<file path="src/rtl/easpr_defs.svh">
// Purpose: Offsets, reset values and field positions of the speed and peak registers
// Assumes: Byte-wide register port, 8-bit addresses
// Notes:   Control register offset is a local choice
`ifndef EASPR_DEFS_SVH
`define EASPR_DEFS_SVH

`define EASPR_ADDR_PEAK_LOW     8'h1A
`define EASPR_ADDR_PEAK_HIGH    8'h1B
`define EASPR_ADDR_LINE_LOW     8'h1C
`define EASPR_ADDR_LINE_HIGH    8'h1D
`define EASPR_ADDR_ACOU_LOW     8'h3C
`define EASPR_ADDR_ACOU_HIGH    8'h3D
`define EASPR_ADDR_CTRL         8'h3E

`define EASPR_RST_ACOU_LOW      8'h00
`define EASPR_RST_ACOU_HIGH     8'h10
`define EASPR_RST_LINE_LOW      8'h00
`define EASPR_RST_LINE_HIGH     8'h08
`define EASPR_RST_PEAK          16'h0000
`define EASPR_RST_CTRL          8'h00

`define EASPR_CTRL_USER_BIT     0
`define EASPR_SPEED_MAX         16'h7FFF

`endif

</file>
<file path="src/rtl/easpr_pkg.sv">
// Purpose: Types shared by the speed and peak register bank
// Assumes: Defs header holds addresses and reset values; select codes are set here
// Notes:   None
package easpr_pkg;
    typedef logic [7:0]  easpr_byte_t;
    typedef logic [15:0] easpr_word_t;
    typedef enum logic [2:0] {
        EASPR_SEL_NONE      = 3'b000,
        EASPR_SEL_PEAK_LOW  = 3'b001,
        EASPR_SEL_PEAK_HIGH = 3'b010,
        EASPR_SEL_LINE_LOW  = 3'b011,
        EASPR_SEL_ACOU_LOW  = 3'b100,
        EASPR_SEL_ACOU_HIGH = 3'b101,
        EASPR_SEL_CTRL      = 3'b110,
        EASPR_SEL_LINE_HIGH = 3'b111
    } easpr_sel_t;
endpackage : easpr_pkg

</file>
<file path="src/rtl/easpr_speed_if.sv">
// Purpose: Carries one speed pair between the bank and its speed holder
// Assumes: Single clock domain
// Notes:   None
`timescale 1ns/100ps
interface easpr_speed_if;
    import easpr_pkg::*;
    logic        wr_low;
    logic        wr_high;
    easpr_byte_t wdata;
    easpr_word_t auto_value;
    logic        auto_load;
    easpr_word_t value;
    modport bank   (output wr_low, output wr_high, output wdata, output auto_value,
                    output auto_load, input value);
    modport holder (input wr_low, input wr_high, input wdata, input auto_value,
                    input auto_load, output value);
endinterface : easpr_speed_if

</file>
<file path="src/rtl/easpr_speed_reg.sv">
// Purpose: Holds one 16-bit adaptation speed pair
// Assumes: Writes and automatic loads come from the same clock
// Notes:   Automatic load wins while user control is off
`timescale 1ns/100ps
module easpr_speed_reg #(
    parameter logic [15:0] RESET_VALUE = 16'h0000
) (
    input  wire logic             core_clk_i,
    input  wire logic             rst_i,
    input  wire logic             clk_en_i,
    easpr_speed_if.holder         spd
);
    import easpr_pkg::*;

    easpr_word_t next_value;
    easpr_word_t value_q;

    // Select among automatic load, byte writes and hold
    always_comb
    begin
        next_value = value_q;
        if (spd.auto_load)
        begin
            next_value = spd.auto_value;
        end
        else
        begin
            if (spd.wr_low)
            begin
                next_value[7:0] = spd.wdata;
            end
            if (spd.wr_high)
            begin
                next_value[15:8] = spd.wdata;
            end
        end
    end

    // Storage
    always_ff @(posedge core_clk_i or posedge rst_i)
    begin
        if (rst_i)
        begin
            value_q <= RESET_VALUE;
        end
        else if (clk_en_i)
        begin
            value_q <= next_value;
        end
    end

    assign spd.value = value_q;
endmodule : easpr_speed_reg

</file>
<file path="src/rtl/easpr_bank.sv">
// Purpose: Send-out peak monitor and canceller adaptation speed registers
// Assumes: Peak and automatic speed values come from core logic on core_clk_i
// Notes:   Read data stand only in the cycle after the read strobe
`timescale 1ns/100ps
`include "easpr_defs.svh"

module easpr_bank (
    input  wire logic                   core_clk_i,
    input  wire logic                   rst_i,
    input  wire logic                   clk_en_i,
    input  wire logic [7:0]             addr_i,
    input  wire easpr_pkg::easpr_byte_t wdata_i,
    input  wire logic                   wr_i,
    input  wire logic                   rd_i,
    output easpr_pkg::easpr_byte_t      rdata_o,
    input  wire easpr_pkg::easpr_word_t peak_i,
    input  wire logic                   peak_valid_i,
    input  wire easpr_pkg::easpr_word_t acou_auto_i,
    input  wire easpr_pkg::easpr_word_t line_auto_i,
    input  wire logic                   auto_valid_i,
    output easpr_pkg::easpr_word_t      acou_speed_o,
    output easpr_pkg::easpr_word_t      line_speed_o,
    output logic                        speed_user_control_bit_o
);
    import easpr_pkg::*;

    // Speed pairs held here: acoustic first, line second
    localparam int N_PAIRS   = 2;
    localparam int PAIR_ACOU = 0;
    localparam int PAIR_LINE = 1;

    easpr_speed_if spd_if [N_PAIRS] ();

    easpr_word_t        send_out_peak_value;
    easpr_byte_t        ctrl;
    easpr_byte_t        rdata_q;
    easpr_byte_t        next_rdata;
    easpr_byte_t        peak_rbyte;
    easpr_byte_t        pair_rbyte [N_PAIRS];
    easpr_word_t        pair_auto  [N_PAIRS];
    easpr_sel_t         sel;
    logic               user_ctl;
    logic               auto_load;
    logic               ctrl_wr;
    logic               hit_peak_low;
    logic               hit_peak_high;
    logic               hit_peak;
    logic               hit_ctrl;
    logic [N_PAIRS-1:0] pair_hit_low;
    logic [N_PAIRS-1:0] pair_hit_high;
    logic [N_PAIRS-1:0] pair_hit;

    // Power-up value of one speed pair, by pair index
    function automatic easpr_word_t pair_reset(input int idx);
        if (idx == PAIR_ACOU)
        begin
            pair_reset = {`EASPR_RST_ACOU_HIGH, `EASPR_RST_ACOU_LOW};
        end
        else
        begin
            pair_reset = {`EASPR_RST_LINE_HIGH, `EASPR_RST_LINE_LOW};
        end
    endfunction : pair_reset

    // One byte of a 16-bit value: high byte when hi is set
    function automatic easpr_byte_t pick_byte(input easpr_word_t w, input logic hi);
        pick_byte = hi ? w[15:8] : w[7:0];
    endfunction : pick_byte

    // Address decoder, shared by read and write paths
    function automatic easpr_sel_t decode(input logic [7:0] a);
        unique case (a)
            `EASPR_ADDR_PEAK_LOW:  decode = EASPR_SEL_PEAK_LOW;
            `EASPR_ADDR_PEAK_HIGH: decode = EASPR_SEL_PEAK_HIGH;
            `EASPR_ADDR_LINE_LOW:  decode = EASPR_SEL_LINE_LOW;
            `EASPR_ADDR_LINE_HIGH: decode = EASPR_SEL_LINE_HIGH;
            `EASPR_ADDR_ACOU_LOW:  decode = EASPR_SEL_ACOU_LOW;
            `EASPR_ADDR_ACOU_HIGH: decode = EASPR_SEL_ACOU_HIGH;
            `EASPR_ADDR_CTRL:      decode = EASPR_SEL_CTRL;
            default:               decode = EASPR_SEL_NONE;
        endcase
    endfunction : decode

    // Register hits from the shared decoder; peak addresses take no write
    assign sel                      = decode(addr_i);
    assign hit_peak_low             = (sel == EASPR_SEL_PEAK_LOW);
    assign hit_peak_high            = (sel == EASPR_SEL_PEAK_HIGH);
    assign hit_ctrl                 = (sel == EASPR_SEL_CTRL);
    assign pair_hit_low[PAIR_ACOU]  = (sel == EASPR_SEL_ACOU_LOW);
    assign pair_hit_high[PAIR_ACOU] = (sel == EASPR_SEL_ACOU_HIGH);
    assign pair_hit_low[PAIR_LINE]  = (sel == EASPR_SEL_LINE_LOW);
    assign pair_hit_high[PAIR_LINE] = (sel == EASPR_SEL_LINE_HIGH);

    // User control bit; while it is low the hardware speeds win
    assign user_ctl  = ctrl[`EASPR_CTRL_USER_BIT];
    assign ctrl_wr   = wr_i && hit_ctrl;
    assign auto_load = !user_ctl && auto_valid_i;

    // Hardware-computed speeds, by pair index
    assign pair_auto[PAIR_ACOU] = acou_auto_i;
    assign pair_auto[PAIR_LINE] = line_auto_i;

    // One holder per speed pair; both follow the same user control bit
    for (genvar g = 0; g < N_PAIRS; g++)
    begin : g_pair
        assign spd_if[g].wr_low     = wr_i && pair_hit_low[g];
        assign spd_if[g].wr_high    = wr_i && pair_hit_high[g];
        assign spd_if[g].wdata      = wdata_i;
        assign spd_if[g].auto_value = pair_auto[g];
        assign spd_if[g].auto_load  = auto_load;
        assign pair_hit[g]          = pair_hit_low[g] || pair_hit_high[g];
        assign pair_rbyte[g]        = pick_byte(spd_if[g].value, pair_hit_high[g]);

        easpr_speed_reg #(
            .RESET_VALUE (pair_reset(g))
        ) u_speed (
            .core_clk_i (core_clk_i),
            .rst_i      (rst_i),
            .clk_en_i   (clk_en_i),
            .spd        (spd_if[g].holder)
        );
    end

    // Control register; only the user control bit has a meaning
    always_ff @(posedge core_clk_i or posedge rst_i)
    begin
        if (rst_i)
        begin
            ctrl <= `EASPR_RST_CTRL;
        end
        else if (clk_en_i && ctrl_wr)
        begin
            ctrl <= wdata_i;
        end
    end

    // Peak capture from the send-out detector; no bus write reaches it
    always_ff @(posedge core_clk_i or posedge rst_i)
    begin
        if (rst_i)
        begin
            send_out_peak_value <= `EASPR_RST_PEAK;
        end
        else if (clk_en_i && peak_valid_i)
        begin
            send_out_peak_value <= peak_i;
        end
    end

    // Peak bytes are read live, no latching between the two halves
    assign hit_peak   = hit_peak_low || hit_peak_high;
    assign peak_rbyte = pick_byte(send_out_peak_value, hit_peak_high);

    // Read multiplexer as an AND-OR of the hits; unmapped addresses read zero
    assign next_rdata = ({8{hit_peak}} & peak_rbyte)
                      | ({8{pair_hit[PAIR_ACOU]}} & pair_rbyte[PAIR_ACOU])
                      | ({8{pair_hit[PAIR_LINE]}} & pair_rbyte[PAIR_LINE])
                      | ({8{hit_ctrl}} & ctrl);

    // Read data stand one cycle, zero otherwise
    always_ff @(posedge core_clk_i or posedge rst_i)
    begin
        if (rst_i)
        begin
            rdata_q <= 8'h00;
        end
        else if (clk_en_i)
        begin
            rdata_q <= rd_i ? next_rdata : 8'h00;
        end
    end

    // Outputs straight from the registers
    assign rdata_o                  = rdata_q;
    assign acou_speed_o             = spd_if[PAIR_ACOU].value;
    assign line_speed_o             = spd_if[PAIR_LINE].value;
    assign speed_user_control_bit_o = user_ctl;
endmodule : easpr_bank

</file>
<file path="config.mk">
export PLATFORM = sky130hd
export DESIGN_NAME = easpr_bank
export DESIGN_NICKNAME = d
export VERILOG_FILES = /design/src/rtl/easpr_pkg.sv /design/src/rtl/easpr_speed_if.sv /design/src/rtl/easpr_speed_reg.sv /design/src/rtl/easpr_bank.sv
export VERILOG_INCLUDE_DIRS = /design/src /design/src/rtl
export SDC_FILE = /design/constraint.sdc
export NUM_CORES = 1
export LEC_CHECK = 0
export ABC_CLOCK_PERIOD_IN_PS = 3300
export BUFFER_PORTS_ARGS = -buffer_cell sky130_fd_sc_hd__buf_2
export CAP_MARGIN = 20
export CORE_AREA = 2 2 83 85
export CTS_CLUSTER_SIZE = 28
export DETAILED_ROUTE_END_ITERATION = 16
export DIE_AREA = 0 0 85 87
export GPL_TIMING_DRIVEN = 0
export PLACE_DENSITY_LB_ADDON = 0.08
export SETUP_SLACK_MARGIN = 0.3
export SLEW_MARGIN = 30
export SYNTH_ARGS = -nofsm -noshare
export SYNTH_HDL_FRONTEND = slang
export SYNTH_SLANG_ARGS = --single-unit
</file>
<file path="constraint.sdc">
create_clock -name core_clk_i -period 3.3 [get_ports core_clk_i]
set_clock_uncertainty 0.05 [all_clocks]
set_input_delay 0.165 -clock core_clk_i [delete_from_list [all_inputs] [get_ports core_clk_i]]
set_output_delay 0.165 -clock core_clk_i [all_outputs]
set_load 0.05 [all_outputs]
</file>
==> key figures, run 1 <==
Floorplanning
  • Full die area: 0.00740 sq mm
  • Die H: 87 um
  • Die X: 85 um
  • Core Box Area: 0.00657 sq mm
  • Total I/O pin count: 112
  • Cell row count: 30
  • Starting Density: 0.523

Placement
  • IO buf count: 111
  • Routability cong.: 0.850
  • Pre-CTS setup slack: 1.48 ns
  • DP Wirelength: 7.08 mm

Synth
  • Gate Count Post-Synth: 289
  • Synth Flop Type: dfrtp_1
  • Syn Nets: 360
  • Post-synth EDFFs: 0
  • Adder-cell area share of the yosys netlist: 0
  • Mapped cell area: 0.00344 sq mm
  • Mux cell area share after synthesis: 0.180
  • Cell variety after synth: 46
  • Async set-reset flop share out of synthesis: 1.00
  • Main combinational cell family by area after synthesis: multiplexers
  • Synthesis-stage register bit count: 64
  • XOR/XNOR share of the synthesized area: 0
  • Synth Area in Compound Gates: 0.166
  • Seq/Total Area, Yosys: 0.467
  • Post-Syn Area per Cell: 11.9 sq um
  • Simple-Gate Fraction of Synth Area: 0.145
  • Warnings from Yosys: 0

Critical path
  • Crit Path Category: reg2reg
  • Arrival @ worst endpoint: 2.00 ns
  • Peak fanout along the critical path: 10
  • CP Launch Type: flop
  • CP endpoint kind: flop
  • WP data required: 3.48 ns

STA
  • Final worst path period need: 1.82 ns
  • Final hold slack: 0.00340 ns
  • Setup Viol. Count Final: 0
  • Final worst-path cycle share: 0.551
  • Setup WS post-layout: 1.48 ns
  • Slew at the pin closest to its max-slew limit: 0.537 ns
  • RSZ-0062 raised after global routing: no
  • Final Max Slew Viols: 0
  • Fin. Hold Viols: 0
  • Setup TNS Final: 0 ns
  • Fmax: 550 MHz
  • Max_slew headroom: 0.640

CTS
  • Total CTS buffers: 9
  • Root Driver: clkbuf_8
  • CTS clk-pin slew, worst paths: 0.07 ns
  • Worst skew pair latency: 0.34 ns
  • Clock sink count: 64
  • CTS Buffer Depth: 2
  • CTS tree: built
  • H-tree depth: 3
  • Post-CTS Setup Repair Bufs: 0

Routing
  • DRT Wirelength: 9.84 mm
  • DR WL/cell: 19.3 um
  • Via density: 5.94
  • TritonRoute pass-1 iters: 4
  • Total number of vias: 3029
  • Detailed Route Iter0 Violations: 225
  • Remaining DRCs: 0
  • Post-DRT Antenna Nets: 0

Layout
  • Area Overhead vs Synth: 28.3%
  • Nets: 497
  • Multi-input gate area: 0.00169 sq mm
  • Fill cells: 551
  • Share of layout cells above drive strength 1: 0.463
  • Diodes inserted: 0
  • Register area: 0.00160 sq mm

Pwr
  • PwrDens: 476 mW/mm^2
  • LEAKAGE: 0.00202 uW
  • Peak supply drop: 0.327 mV

Global routing
  • First-pass GRT wire length: 15.4 mm
  • Largest net degree at the start of global routing: 42
  • GRT Overall Usage: 0.277
  • Initial antenna violation count: 0
  • Vias in the first global route: 2949
  • Remaining global-route overflow: 0

Worst hold path
  • Hold Path Class: in2reg

Run status
  • Status: finished clean

Run
  • # Max-Cap Violations: 0
## kinds of logic (layout without fill, tap and decap cells)
logic type             count (synthesis)  in the layout
AOI/OAI and AO/OA                     76             76
buffers and inverters                 24            165
DFF                                   64             64
muxes                                 54             54
and+or+nand+nor                       71             71
## worst max-delay path, cell delays in order (launching register included)
cell and delay [ns]:
dfrtp_1 0.44, nor2b_1 0.30, nand2_1 0.22, buf_2 0.28
or2_2 0.30, o221a_2 0.12
## metrics by stage
step,utilization,instance area (sq um),total power (uW),std cells
floorplan,-,3440,1350,289
CTS,0.663,4360,2100,505
global route,0.671,4410,2190,510
finish,0.671,4410,2100,510
detailed placement,0.626,4110,1540,481
global placement,0.623,4090,1530,480
## registers in the layout, summed over array words and instances (netlist names)
register,cells
ctrl,8
g_pair.u_speed.spd.value,32
rdata_o,8
send_out_peak_value,16
## power breakdown
part	total, uW	switching [uW]	internal (uW)
Sequential	939	63.1	876
Combinational	601	386	215
Clock	557	293	265
Total	2100	742	1360
## cell usage in the layout (no fill, tap or decap), types with 5 or more instances in the layout
| master | synthesis | routed |
|---|---|---|
| or2_2 | 8 | 8 |
| a32oi_1 | 6 | 6 |
| clkbuf_1 | 3 | 5 |
| mux2i_1 | 28 | 28 |
| clkbuf_8 | 0 | 9 |
| nor3_2 | 6 | 6 |
| dfrtp_1 | 62 | 62 |
| o221a_2 | 8 | 8 |
| nor2_1 | 9 | 9 |
| o22ai_1 | 16 | 16 |
| dlygate4sd3_1 | 0 | 14 |
| a2bb2oi_1 | 17 | 17 |
| a21oi_1 | 15 | 15 |
| mux2_2 | 16 | 16 |
| buf_2 | 8 | 119 |
| nor3_1 | 10 | 10 |
| nand2b_1 | 11 | 11 |
| mux2_4 | 8 | 8 |
## path summary, 6_finish.rpt
kind,from,end,slack [ns],depth (start not counted)
worst max-delay path,ctrl[0],g_pair[0].u_speed.spd.value[9],1.48,5
worst min-delay path,peak_i[13],send_out_peak_value[13],0.003,2
worst max register to register,ctrl[0],g_pair[0].u_speed.spd.value[9],1.48,5
worst min register to register,rdata_o[2],rdata_o[2],0.45,2
max in group asynchronous,rst_i,g_pair[0].u_speed.spd.value[12],2.33,4
min in group asynchronous,rst_i,send_out_peak_value[1],0.28,3
## cells in the mapped netlist (all sizes together) (5+ instances only)
cell type   n  area share
a2bb2oi    17       0.043
o22ai      16       0.029
a21oi      15       0.022
mux2i      28       0.082
nand2       5      0.0069
nor2        9      0.0098
buf        17       0.035
o221a       8       0.026
dfrtp      62        0.45
nor3       16       0.032
mux2       25       0.091
or2         8       0.015
o21ai       6      0.0087
a32oi       6       0.015
nand2b     11       0.020
## layer usage
layer,global-route usage,vias up,wire (um)
li1,-,1378,-
met1,0.396,1501,4400
met2,0.413,130,4520
met3,0.0616,20,662
met4,0.107,0,250
met5,0,-,0
## cell type report
cell class              instances  area share
plain buffers                  20      0.0295
clock buffers                  11      0.0298
clock inverters                 4     0.00511
inverters                       4     0.00397
multi-input cells             201       0.383
flip-flops and latches         64       0.364
well taps                      80      0.0227
repair buffers                126       0.162
## repair_timing
action,in CTS,in global routing
resized for setup,0,0
setup endpoints to repair,0,0
hold buffers,9,5
hold endpoints to repair,31,5
No activity file was read; power rests on OpenSTA's default activity.
==> run 2: changes to the inputs <==
ABC_CLOCK_PERIOD_IN_PS = 1900   (was 3300)
CORE_AREA = 2 2 86 88   (was 2 2 83 85)
DIE_AREA = 0 0 88 90   (was 0 0 85 87)
clock period = 1.9 ns   (was 3.3 ns; I/O delays follow)
==> run 2 against run 1 <==
Compared with the run above: total power grew 92%; cell count grew 6.1%; sequential cell count stayed put; clock power grew 140%; via count up 0.13%; sequential power grew 74%; core utilization fell by 0.52 points; setup slack worse by 1.1 ns; fmax rose by 18%; die area rose by 7.1%; design area increased by 6.0%; combinational power up 78%; highest routed layer unchanged.
==> key figures, run 2 (synthesis results as in run 1) <==
Layout
  • Most frequent cells in the layout: buf_2 (117), dfrtp_1 (61), mux2i_1 (28) (was buf_2 (119), dfrtp_1 (62), mux2i_1 (28))
  • Nets: 509 (was 497)
  • Diodes inserted: 0 (unchanged)
  • Most common cell after layout, fill and taps aside: buf_2 (unchanged)
  • Share of layout cells above drive strength 1: 0.471 (was 0.463)
  • Fill cells: 592 (was 551)
  • Post-Layout Cell Count: 541 (was 510)
  • Utilization after layout: 0.666 (was 0.671)
  • Area Overhead vs Synth: 36.1% (was 28.3%)
  • Max reg flops: 32 (unchanged)

CTS
  • Worst skew pair latency: 0.34 ns (about the same)
  • Root Driver: clkbuf_8 (unchanged)
  • CTS clk-pin slew, worst paths: 0.07 ns (about the same)
  • Total CTS buffers: 9 (unchanged)
  • Clock sink count: 64 (unchanged)
  • CTS Buffer Depth: 2 (unchanged)
  • H-tree depth: 3 (unchanged)
  • CTS tree: built (unchanged)

STA
  • Fmax: 649 MHz (was 550 MHz)
  • Max_slew headroom: 0.624 (was 0.640)
  • Fin. Hold Viols: 0 (unchanged)
  • Final Max Slew Viols: 0 (unchanged)
  • Setup TNS Final: 0 ns (unchanged)
  • Setup Viol. Count Final: 0 (unchanged)
  • Final worst-path cycle share: 0.811 (was 0.551)
  • Slew at the pin closest to its max-slew limit: 0.563 ns (was 0.537 ns)
  • RSZ-0062 raised after global routing: no (unchanged)
  • Final hold slack: 0.00783 ns (was 0.00340 ns)
  • Final worst path period need: 1.54 ns (was 1.82 ns)

Critical path
  • Top cell family by delay on the critical path: simple AND/OR/NAND/NOR gates (unchanged)
  • WP data required: 2.08 ns (was 3.48 ns)
  • Peak fanout along the critical path: 10 (unchanged)
  • CP endpoint kind: flop (unchanged)
  • Worst-path cell chain: nor2b_4 > nand2_2 > buf_4 > or2_2 > o221a_2 (was nor2b_1 > nand2_1 > buf_2 > or2_2 > o221a_2)
  • Buffers & Inverters on Critical Path: 1 (unchanged)
  • Crit Path Category: reg2reg (unchanged)
  • CP Launch Type: flop (unchanged)
  • Arrival @ worst endpoint: 1.72 ns (was 2.00 ns)
  • CP max stage cell: dfrtp_2 (was dfrtp_1)
  • CP peak stage delay: 0.45 ns (was 0.44 ns)

Routing
  • Detailed Route Iter0 Violations: 176 (was 225)
  • DRT Wirelength: 10.1 mm (was 9.84 mm)
  • Remaining DRCs: 0 (unchanged)
  • DR WL/cell: 18.6 um (was 19.3 um)
  • Via density: 5.61 (was 5.94)
  • Post-DRT Antenna Nets: 0 (unchanged)
  • TritonRoute pass-1 iters: 4 (unchanged)
  • Total number of vias: 3033 (was 3029)

Pwr
  • Pwr Total: 4020 uW (was 2100 uW)
  • PwrDens: 860 mW/mm^2 (was 476 mW/mm^2)
  • Peak supply drop: 0.688 mV (was 0.327 mV)
  • LEAKAGE: 0.00213 uW (was 0.00202 uW)

Worst hold path
  • Hold Path Class: in2reg (unchanged)

Placement
  • Routability cong.: 0.884 (was 0.850)
  • DP Cell Count: 501 (was 481)
  • IO buf count: 111 (unchanged)
  • DP Wirelength: 7.35 mm (was 7.08 mm)

Global routing
  • GR Util met1: 0.388 (was 0.396)
  • Remaining global-route overflow: 0 (unchanged)
  • Busiest grt layer: met2 (unchanged)
  • Vias in the first global route: 2987 (was 2949)
  • GRT Overall Usage: 0.266 (was 0.277)
  • Met3 Use GR: 0.0459 (was 0.0616)
  • Largest net degree at the start of global routing: 27 (was 42)
  • First-pass GRT wire length: 15.8 mm (was 15.4 mm)
  • M2 GR Usage: 0.397 (was 0.413)
  • Initial antenna violation count: 0 (unchanged)

Floorplanning
  • Cell row count: 31 (was 30)
  • Core Box Area: 0.00702 sq mm (was 0.00657 sq mm)
  • Starting Density: 0.489 (was 0.523)
  • Full die area: 0.00792 sq mm (was 0.00740 sq mm)
  • Die H: 90 um (was 87 um)
  • Total I/O pin count: 112 (unchanged)
  • Die X: 88 um (was 85 um)

Run status
  • Status: finished clean (unchanged)

Run
  • # Max-Cap Violations: 0 (unchanged)
## run 2: cell count changes in the layout (fill, tap and decap cells not counted), moves of 2 or more
cell,previous run,this run
a21boi_4,0,3
bufinv_16,0,2
dlygate4sd3_1,14,23
buf_2,119,117
buf_4,4,8
a21boi_2,3,0
clkinv_2,3,1
clkbuf_8,9,11
## run 2: power by group
part | switching (uW) | internal (uW)
registers | 112 | 1520
clock network | 517 | 802
logic | 672 | 397
## run 2: worst reg2reg max path, stage by stage (launching register included)
cell	delay, ns
dfrtp_2	0.45
nor2b_4	0.18
nand2_2	0.12
buf_4	0.22
or2_2	0.28
o221a_2	0.12
## run 2: final timing paths
kind,from,end,slack [ns],cells after the start
worst max-delay path,ctrl[0],g_pair[0].u_speed.spd.value[9],0.36,5
worst min-delay path,acou_auto_i[6],g_pair[0].u_speed.spd.value[6],0.008,3
worst max register to register,ctrl[0],g_pair[0].u_speed.spd.value[9],0.36,5
worst min register to register,rdata_o[2],rdata_o[2],0.45,2
max in group asynchronous,rst_i,g_pair[0].u_speed.spd.value[12],0.83,5
min in group asynchronous,rst_i,ctrl[7],0.23,3
## run 2: what timing repair did
action,4_1_cts,5_1_grt
cloned,0,0
pin swaps,0,2
resized for setup,6,3
hold endpoints to repair,52,0
buffers inserted,0,2
setup endpoints to repair,19,24
hold buffers,23,0
## run 2: layout make-up
type | instances | area (sq um) | area share
clock inverters | 3 | 65.1 | 0.0139
multi-input cells | 201 | 1730 | 0.369
inverters | 4 | 18.8 | 0.00401
flip-flops and latches | 64 | 1610 | 0.343
repair buffers | 138 | 841 | 0.180
well taps | 99 | 124 | 0.0265
clock buffers | 12 | 155 | 0.0332
plain buffers | 20 | 139 | 0.0297
## run 2: per-layer routing
metal / share of wire / vias up
li1: - / 1405
met1: 0.45 / 1495
met2: 0.47 / 119
met3: 0.061 / 14
met4: 0.016 / 0
met5: 0 / -
## run 2: metrics by stage
step / setup slack (ns) / instance area (sq um)
after global placement: 0.188 / 4130
after floorplan: 0.314 / 3450
after CTS: 0.306 / 4640
final: 0.358 / 4670
after detailed placement: 0.170 / 4170
after global routing: 0.305 / 4670
==> run 3: changes to the inputs <==
ABC_CLOCK_PERIOD_IN_PS = 1400   (was 1900)
CORE_AREA = 2 2 90 92   (was 2 2 86 88)
DIE_AREA = 0 0 92 94   (was 0 0 88 90)
clock period = 1.4 ns   (was 1.9 ns; I/O delays follow)
==> run 3 against run 2 <==
Compared with the run above: the flow now finishes with violations (negative hold slack, negative setup slack); first-iteration DRC count is 5.7% higher; design area is 30% higher; die area is 9.2% higher; fmax is 4.3% higher; via count is 12% higher; cell count is 11% higher; count of clock-buffer cells in the layout is 3 lower; critical path depth stayed put; sequential cell count stayed put; non-clock buffer count is 53 higher; sequential power is 39% higher; setup slack worse by 0.44 ns; critical path type unchanged; largest power group unchanged.
==> key figures, run 3 (synthesis results as in run 1) <==
Run status
  • Status: finished with violations (was finished clean)
  • Failing checks: negative hold slack, negative setup slack

Floorplanning
  • Starting Density: 0.452 (was 0.489)
  • Total I/O pin count: 112 (unchanged)
  • Cell row count: 32 (was 31)
  • Die H: 94 um (was 90 um)
  • Die X: 92 um (was 88 um)
  • Full die area: 0.00865 sq mm (was 0.00792 sq mm)
  • Core Box Area: 0.00761 sq mm (was 0.00702 sq mm)

STA
  • Max_slew headroom: 0.672 (was 0.624)
  • RSZ-0062 raised after global routing: yes (was no)
  • Final hold slack: -0.0133 ns (was 0.00783 ns)
  • Final Max Slew Viols: 0 (unchanged)
  • Setup WS post-layout: -0.0777 ns (was 0.358 ns)
  • Final worst-path cycle share: 1.06 (was 0.811)
  • Slew at the pin closest to its max-slew limit: 0.491 ns (was 0.563 ns)
  • Setup Viol. Count Final: 14 (was 0)
  • Final worst path period need: 1.48 ns (was 1.54 ns)
  • Fmax: 677 MHz (was 649 MHz)
  • Fin. Hold Viols: 1 (was 0)

CTS
  • CTS clk-pin slew, worst paths: 0.08 ns (was 0.07 ns)
  • CTS tree: built (unchanged)
  • Total CTS buffers: 9 (unchanged)
  • Clock sink count: 64 (unchanged)
  • H-tree depth: 3 (unchanged)
  • Root Driver: clkbuf_8 (unchanged)
  • Worst skew pair latency: 0.35 ns (was 0.34 ns)
  • CTS Buffer Depth: 2 (unchanged)

Worst hold path
  • Hold Path Class: in2reg (unchanged)

Placement
  • DP Wirelength: 7.59 mm (was 7.35 mm)
  • DP Cell Count: 504 (was 501)
  • Pre-CTS setup slack: -0.270 ns (was 0.170 ns)
  • Routability cong.: 0.866 (was 0.884)
  • Post-DP Area: 0.00424 sq mm (was 0.00417 sq mm)
  • IO buf count: 111 (unchanged)

Critical path
  • CP peak stage delay: 0.49 ns (was 0.45 ns)
  • Peak fanout along the critical path: 8 (was 10)
  • CP Launch Type: flop (unchanged)
  • WP data required: 1.58 ns (was 2.08 ns)
  • CP endpoint kind: flop (unchanged)
  • CP max stage cell: or4_4 (was dfrtp_2)
  • Crit Path Category: reg2reg (unchanged)
  • Arrival @ worst endpoint: 1.65 ns (was 1.72 ns)
  • Worst-path cell chain: nor2b_4 > or4_4 > buf_8 > nor2_2 > a21oi_1 (was nor2b_4 > nand2_2 > buf_4 > or2_2 > o221a_2)

Layout
  • Most common cell after layout, fill and taps aside: buf_2 (unchanged)
  • Nets: 562 (was 509)
  • Utilization after layout: 0.796 (was 0.666)
  • Max reg flops: 32 (unchanged)
  • Most frequent cells in the layout: buf_2 (72), dfrtp_1 (52), buf_6 (39) (was buf_2 (117), dfrtp_1 (61), mux2i_1 (28))
  • Share of layout cells above drive strength 1: 0.635 (was 0.471)
  • Fill cells: 451 (was 592)
  • Finished Cell Area: 0.00605 sq mm (was 0.00467 sq mm)
  • Diodes inserted: 0 (unchanged)
  • Area Overhead vs Synth: 76.2% (was 36.1%)
  • Post-Layout Cell Count: 598 (was 541)

Global routing
  • Initial antenna violation count: 0 (unchanged)
  • GRT Overall Usage: 0.282 (was 0.266)
  • Vias in the first global route: 3416 (was 2987)
  • Largest net degree at the start of global routing: 28 (was 27)
  • First-pass GRT wire length: 18.3 mm (was 15.8 mm)
  • Remaining global-route overflow: 0 (unchanged)

Routing
  • Remaining DRCs: 0 (unchanged)
  • TritonRoute pass-1 iters: 4 (unchanged)
  • DRT Wirelength: 13.2 mm (was 10.1 mm)
  • DR WL/cell: 22.1 um (was 18.6 um)
  • Via density: 5.68 (was 5.61)
  • Total number of vias: 3398 (was 3033)
  • Post-DRT Antenna Nets: 0 (unchanged)
  • Detailed Route Iter0 Violations: 186 (was 176)

Pwr
  • Peak supply drop: 0.742 mV (was 0.688 mV)
  • PwrDens: 1010 mW/mm^2 (was 860 mW/mm^2)
  • LEAKAGE: 0.00261 uW (was 0.00213 uW)

Run
  • # Max-Cap Violations: 0 (unchanged)
==> run 3: cell types whose count changed in the layout (fill, tap and decap cells not counted), moves of 8 or more <==
cell | before | now
buf_2 | 117 | 72
buf_6 | 4 | 39
buf_4 | 8 | 31
buf_8 | 0 | 17
a2bb2oi_1 | 17 | 2
a2bb2oi_2 | 0 | 15
dlygate4sd3_1 | 23 | 38
o22ai_1 | 16 | 1
o22ai_4 | 0 | 11
dfrtp_1 | 61 | 52
dfrtp_2 | 1 | 10
mux2i_1 | 28 | 20
==> run 3: final timing paths <==
kind                            depth (start not counted)            from  slack, ns                         endpoint
worst max-delay path                                    5         ctrl[0]      -0.08   g_pair[0].u_speed.spd.value[7]
worst min-delay path                                    3  line_auto_i[8]      -0.01   g_pair[1].u_speed.spd.value[8]
worst max register to register                          5         ctrl[0]      -0.08   g_pair[0].u_speed.spd.value[7]
worst min register to register                          2      rdata_o[2]       0.45                       rdata_o[2]
max in group asynchronous                               4           rst_i       0.52  g_pair[0].u_speed.spd.value[12]
min in group asynchronous                               3           rst_i       0.23           send_out_peak_value[2]
==> run 3: final cells by class <==
cell class                      instances  area (sq um)  share of cell area
Buffer                                 20           201              0.0333
Clock buffer                            9           124              0.0205
Clock inverter                          7          81.3              0.0134
Inverter                                4          18.8             0.00310
Multi-Input combinational cell        201          2210               0.365
Sequential cell                        64          1620               0.267
Tap cell                              102           128              0.0211
Timing Repair Buffer                  191          1680               0.277
==> run 3: through the flow <==
| stage | power, uW | setup TNS [ns] | hold slack (ns) |
|---|---|---|---|
| 3_5_place_dp | 3670 | -8.34 | 0.0684 |
| 5_1_grt | 6340 | -1.40 | -0.00479 |
| 6_report | 6140 | -0.593 | -0.0133 |
| 4_1_cts | 5790 | -0.239 | 0.00623 |
| 3_3_place_gp | 3640 | -8.15 | 0.252 |
| 2_1_floorplan | 3220 | -2.48 | 0.150 |
==> run 3: power by group <==
part | internal, uW | switching, uW
registers | 2070 | 202
logic | 1070 | 1140
clock network | 840 | 824
==> run 3: metal layers <==
layer / part of all wire / vias to the layer above / track usage
met1: 0.41 / 1710 / 0.374
met5: 0 / - / 0
met2: 0.51 / 140 / 0.456
met3: 0.057 / 30 / 0.0602
met4: 0.023 / 0 / 0.107
li1: - / 1518 / -
==> run 3: what timing repair did <==
item	4_1_cts	5_1_grt
pin swaps	32	33
resized for setup	133	79
hold buffers	38	0
buffers inserted	22	17
endpoints found under the setup margin	85	76
hold endpoints to repair	52	0
gates cloned	0	1
==> run 3: critical path, delay by kind of cell, from the launching register on <==
family	cells	cell delay [ns]
AND/OR/NAND/NOR	3	0.66
flip-flops	1	0.43
AO/OA/AOI/OAI	1	0.05
buffers and inverters	1	0.17
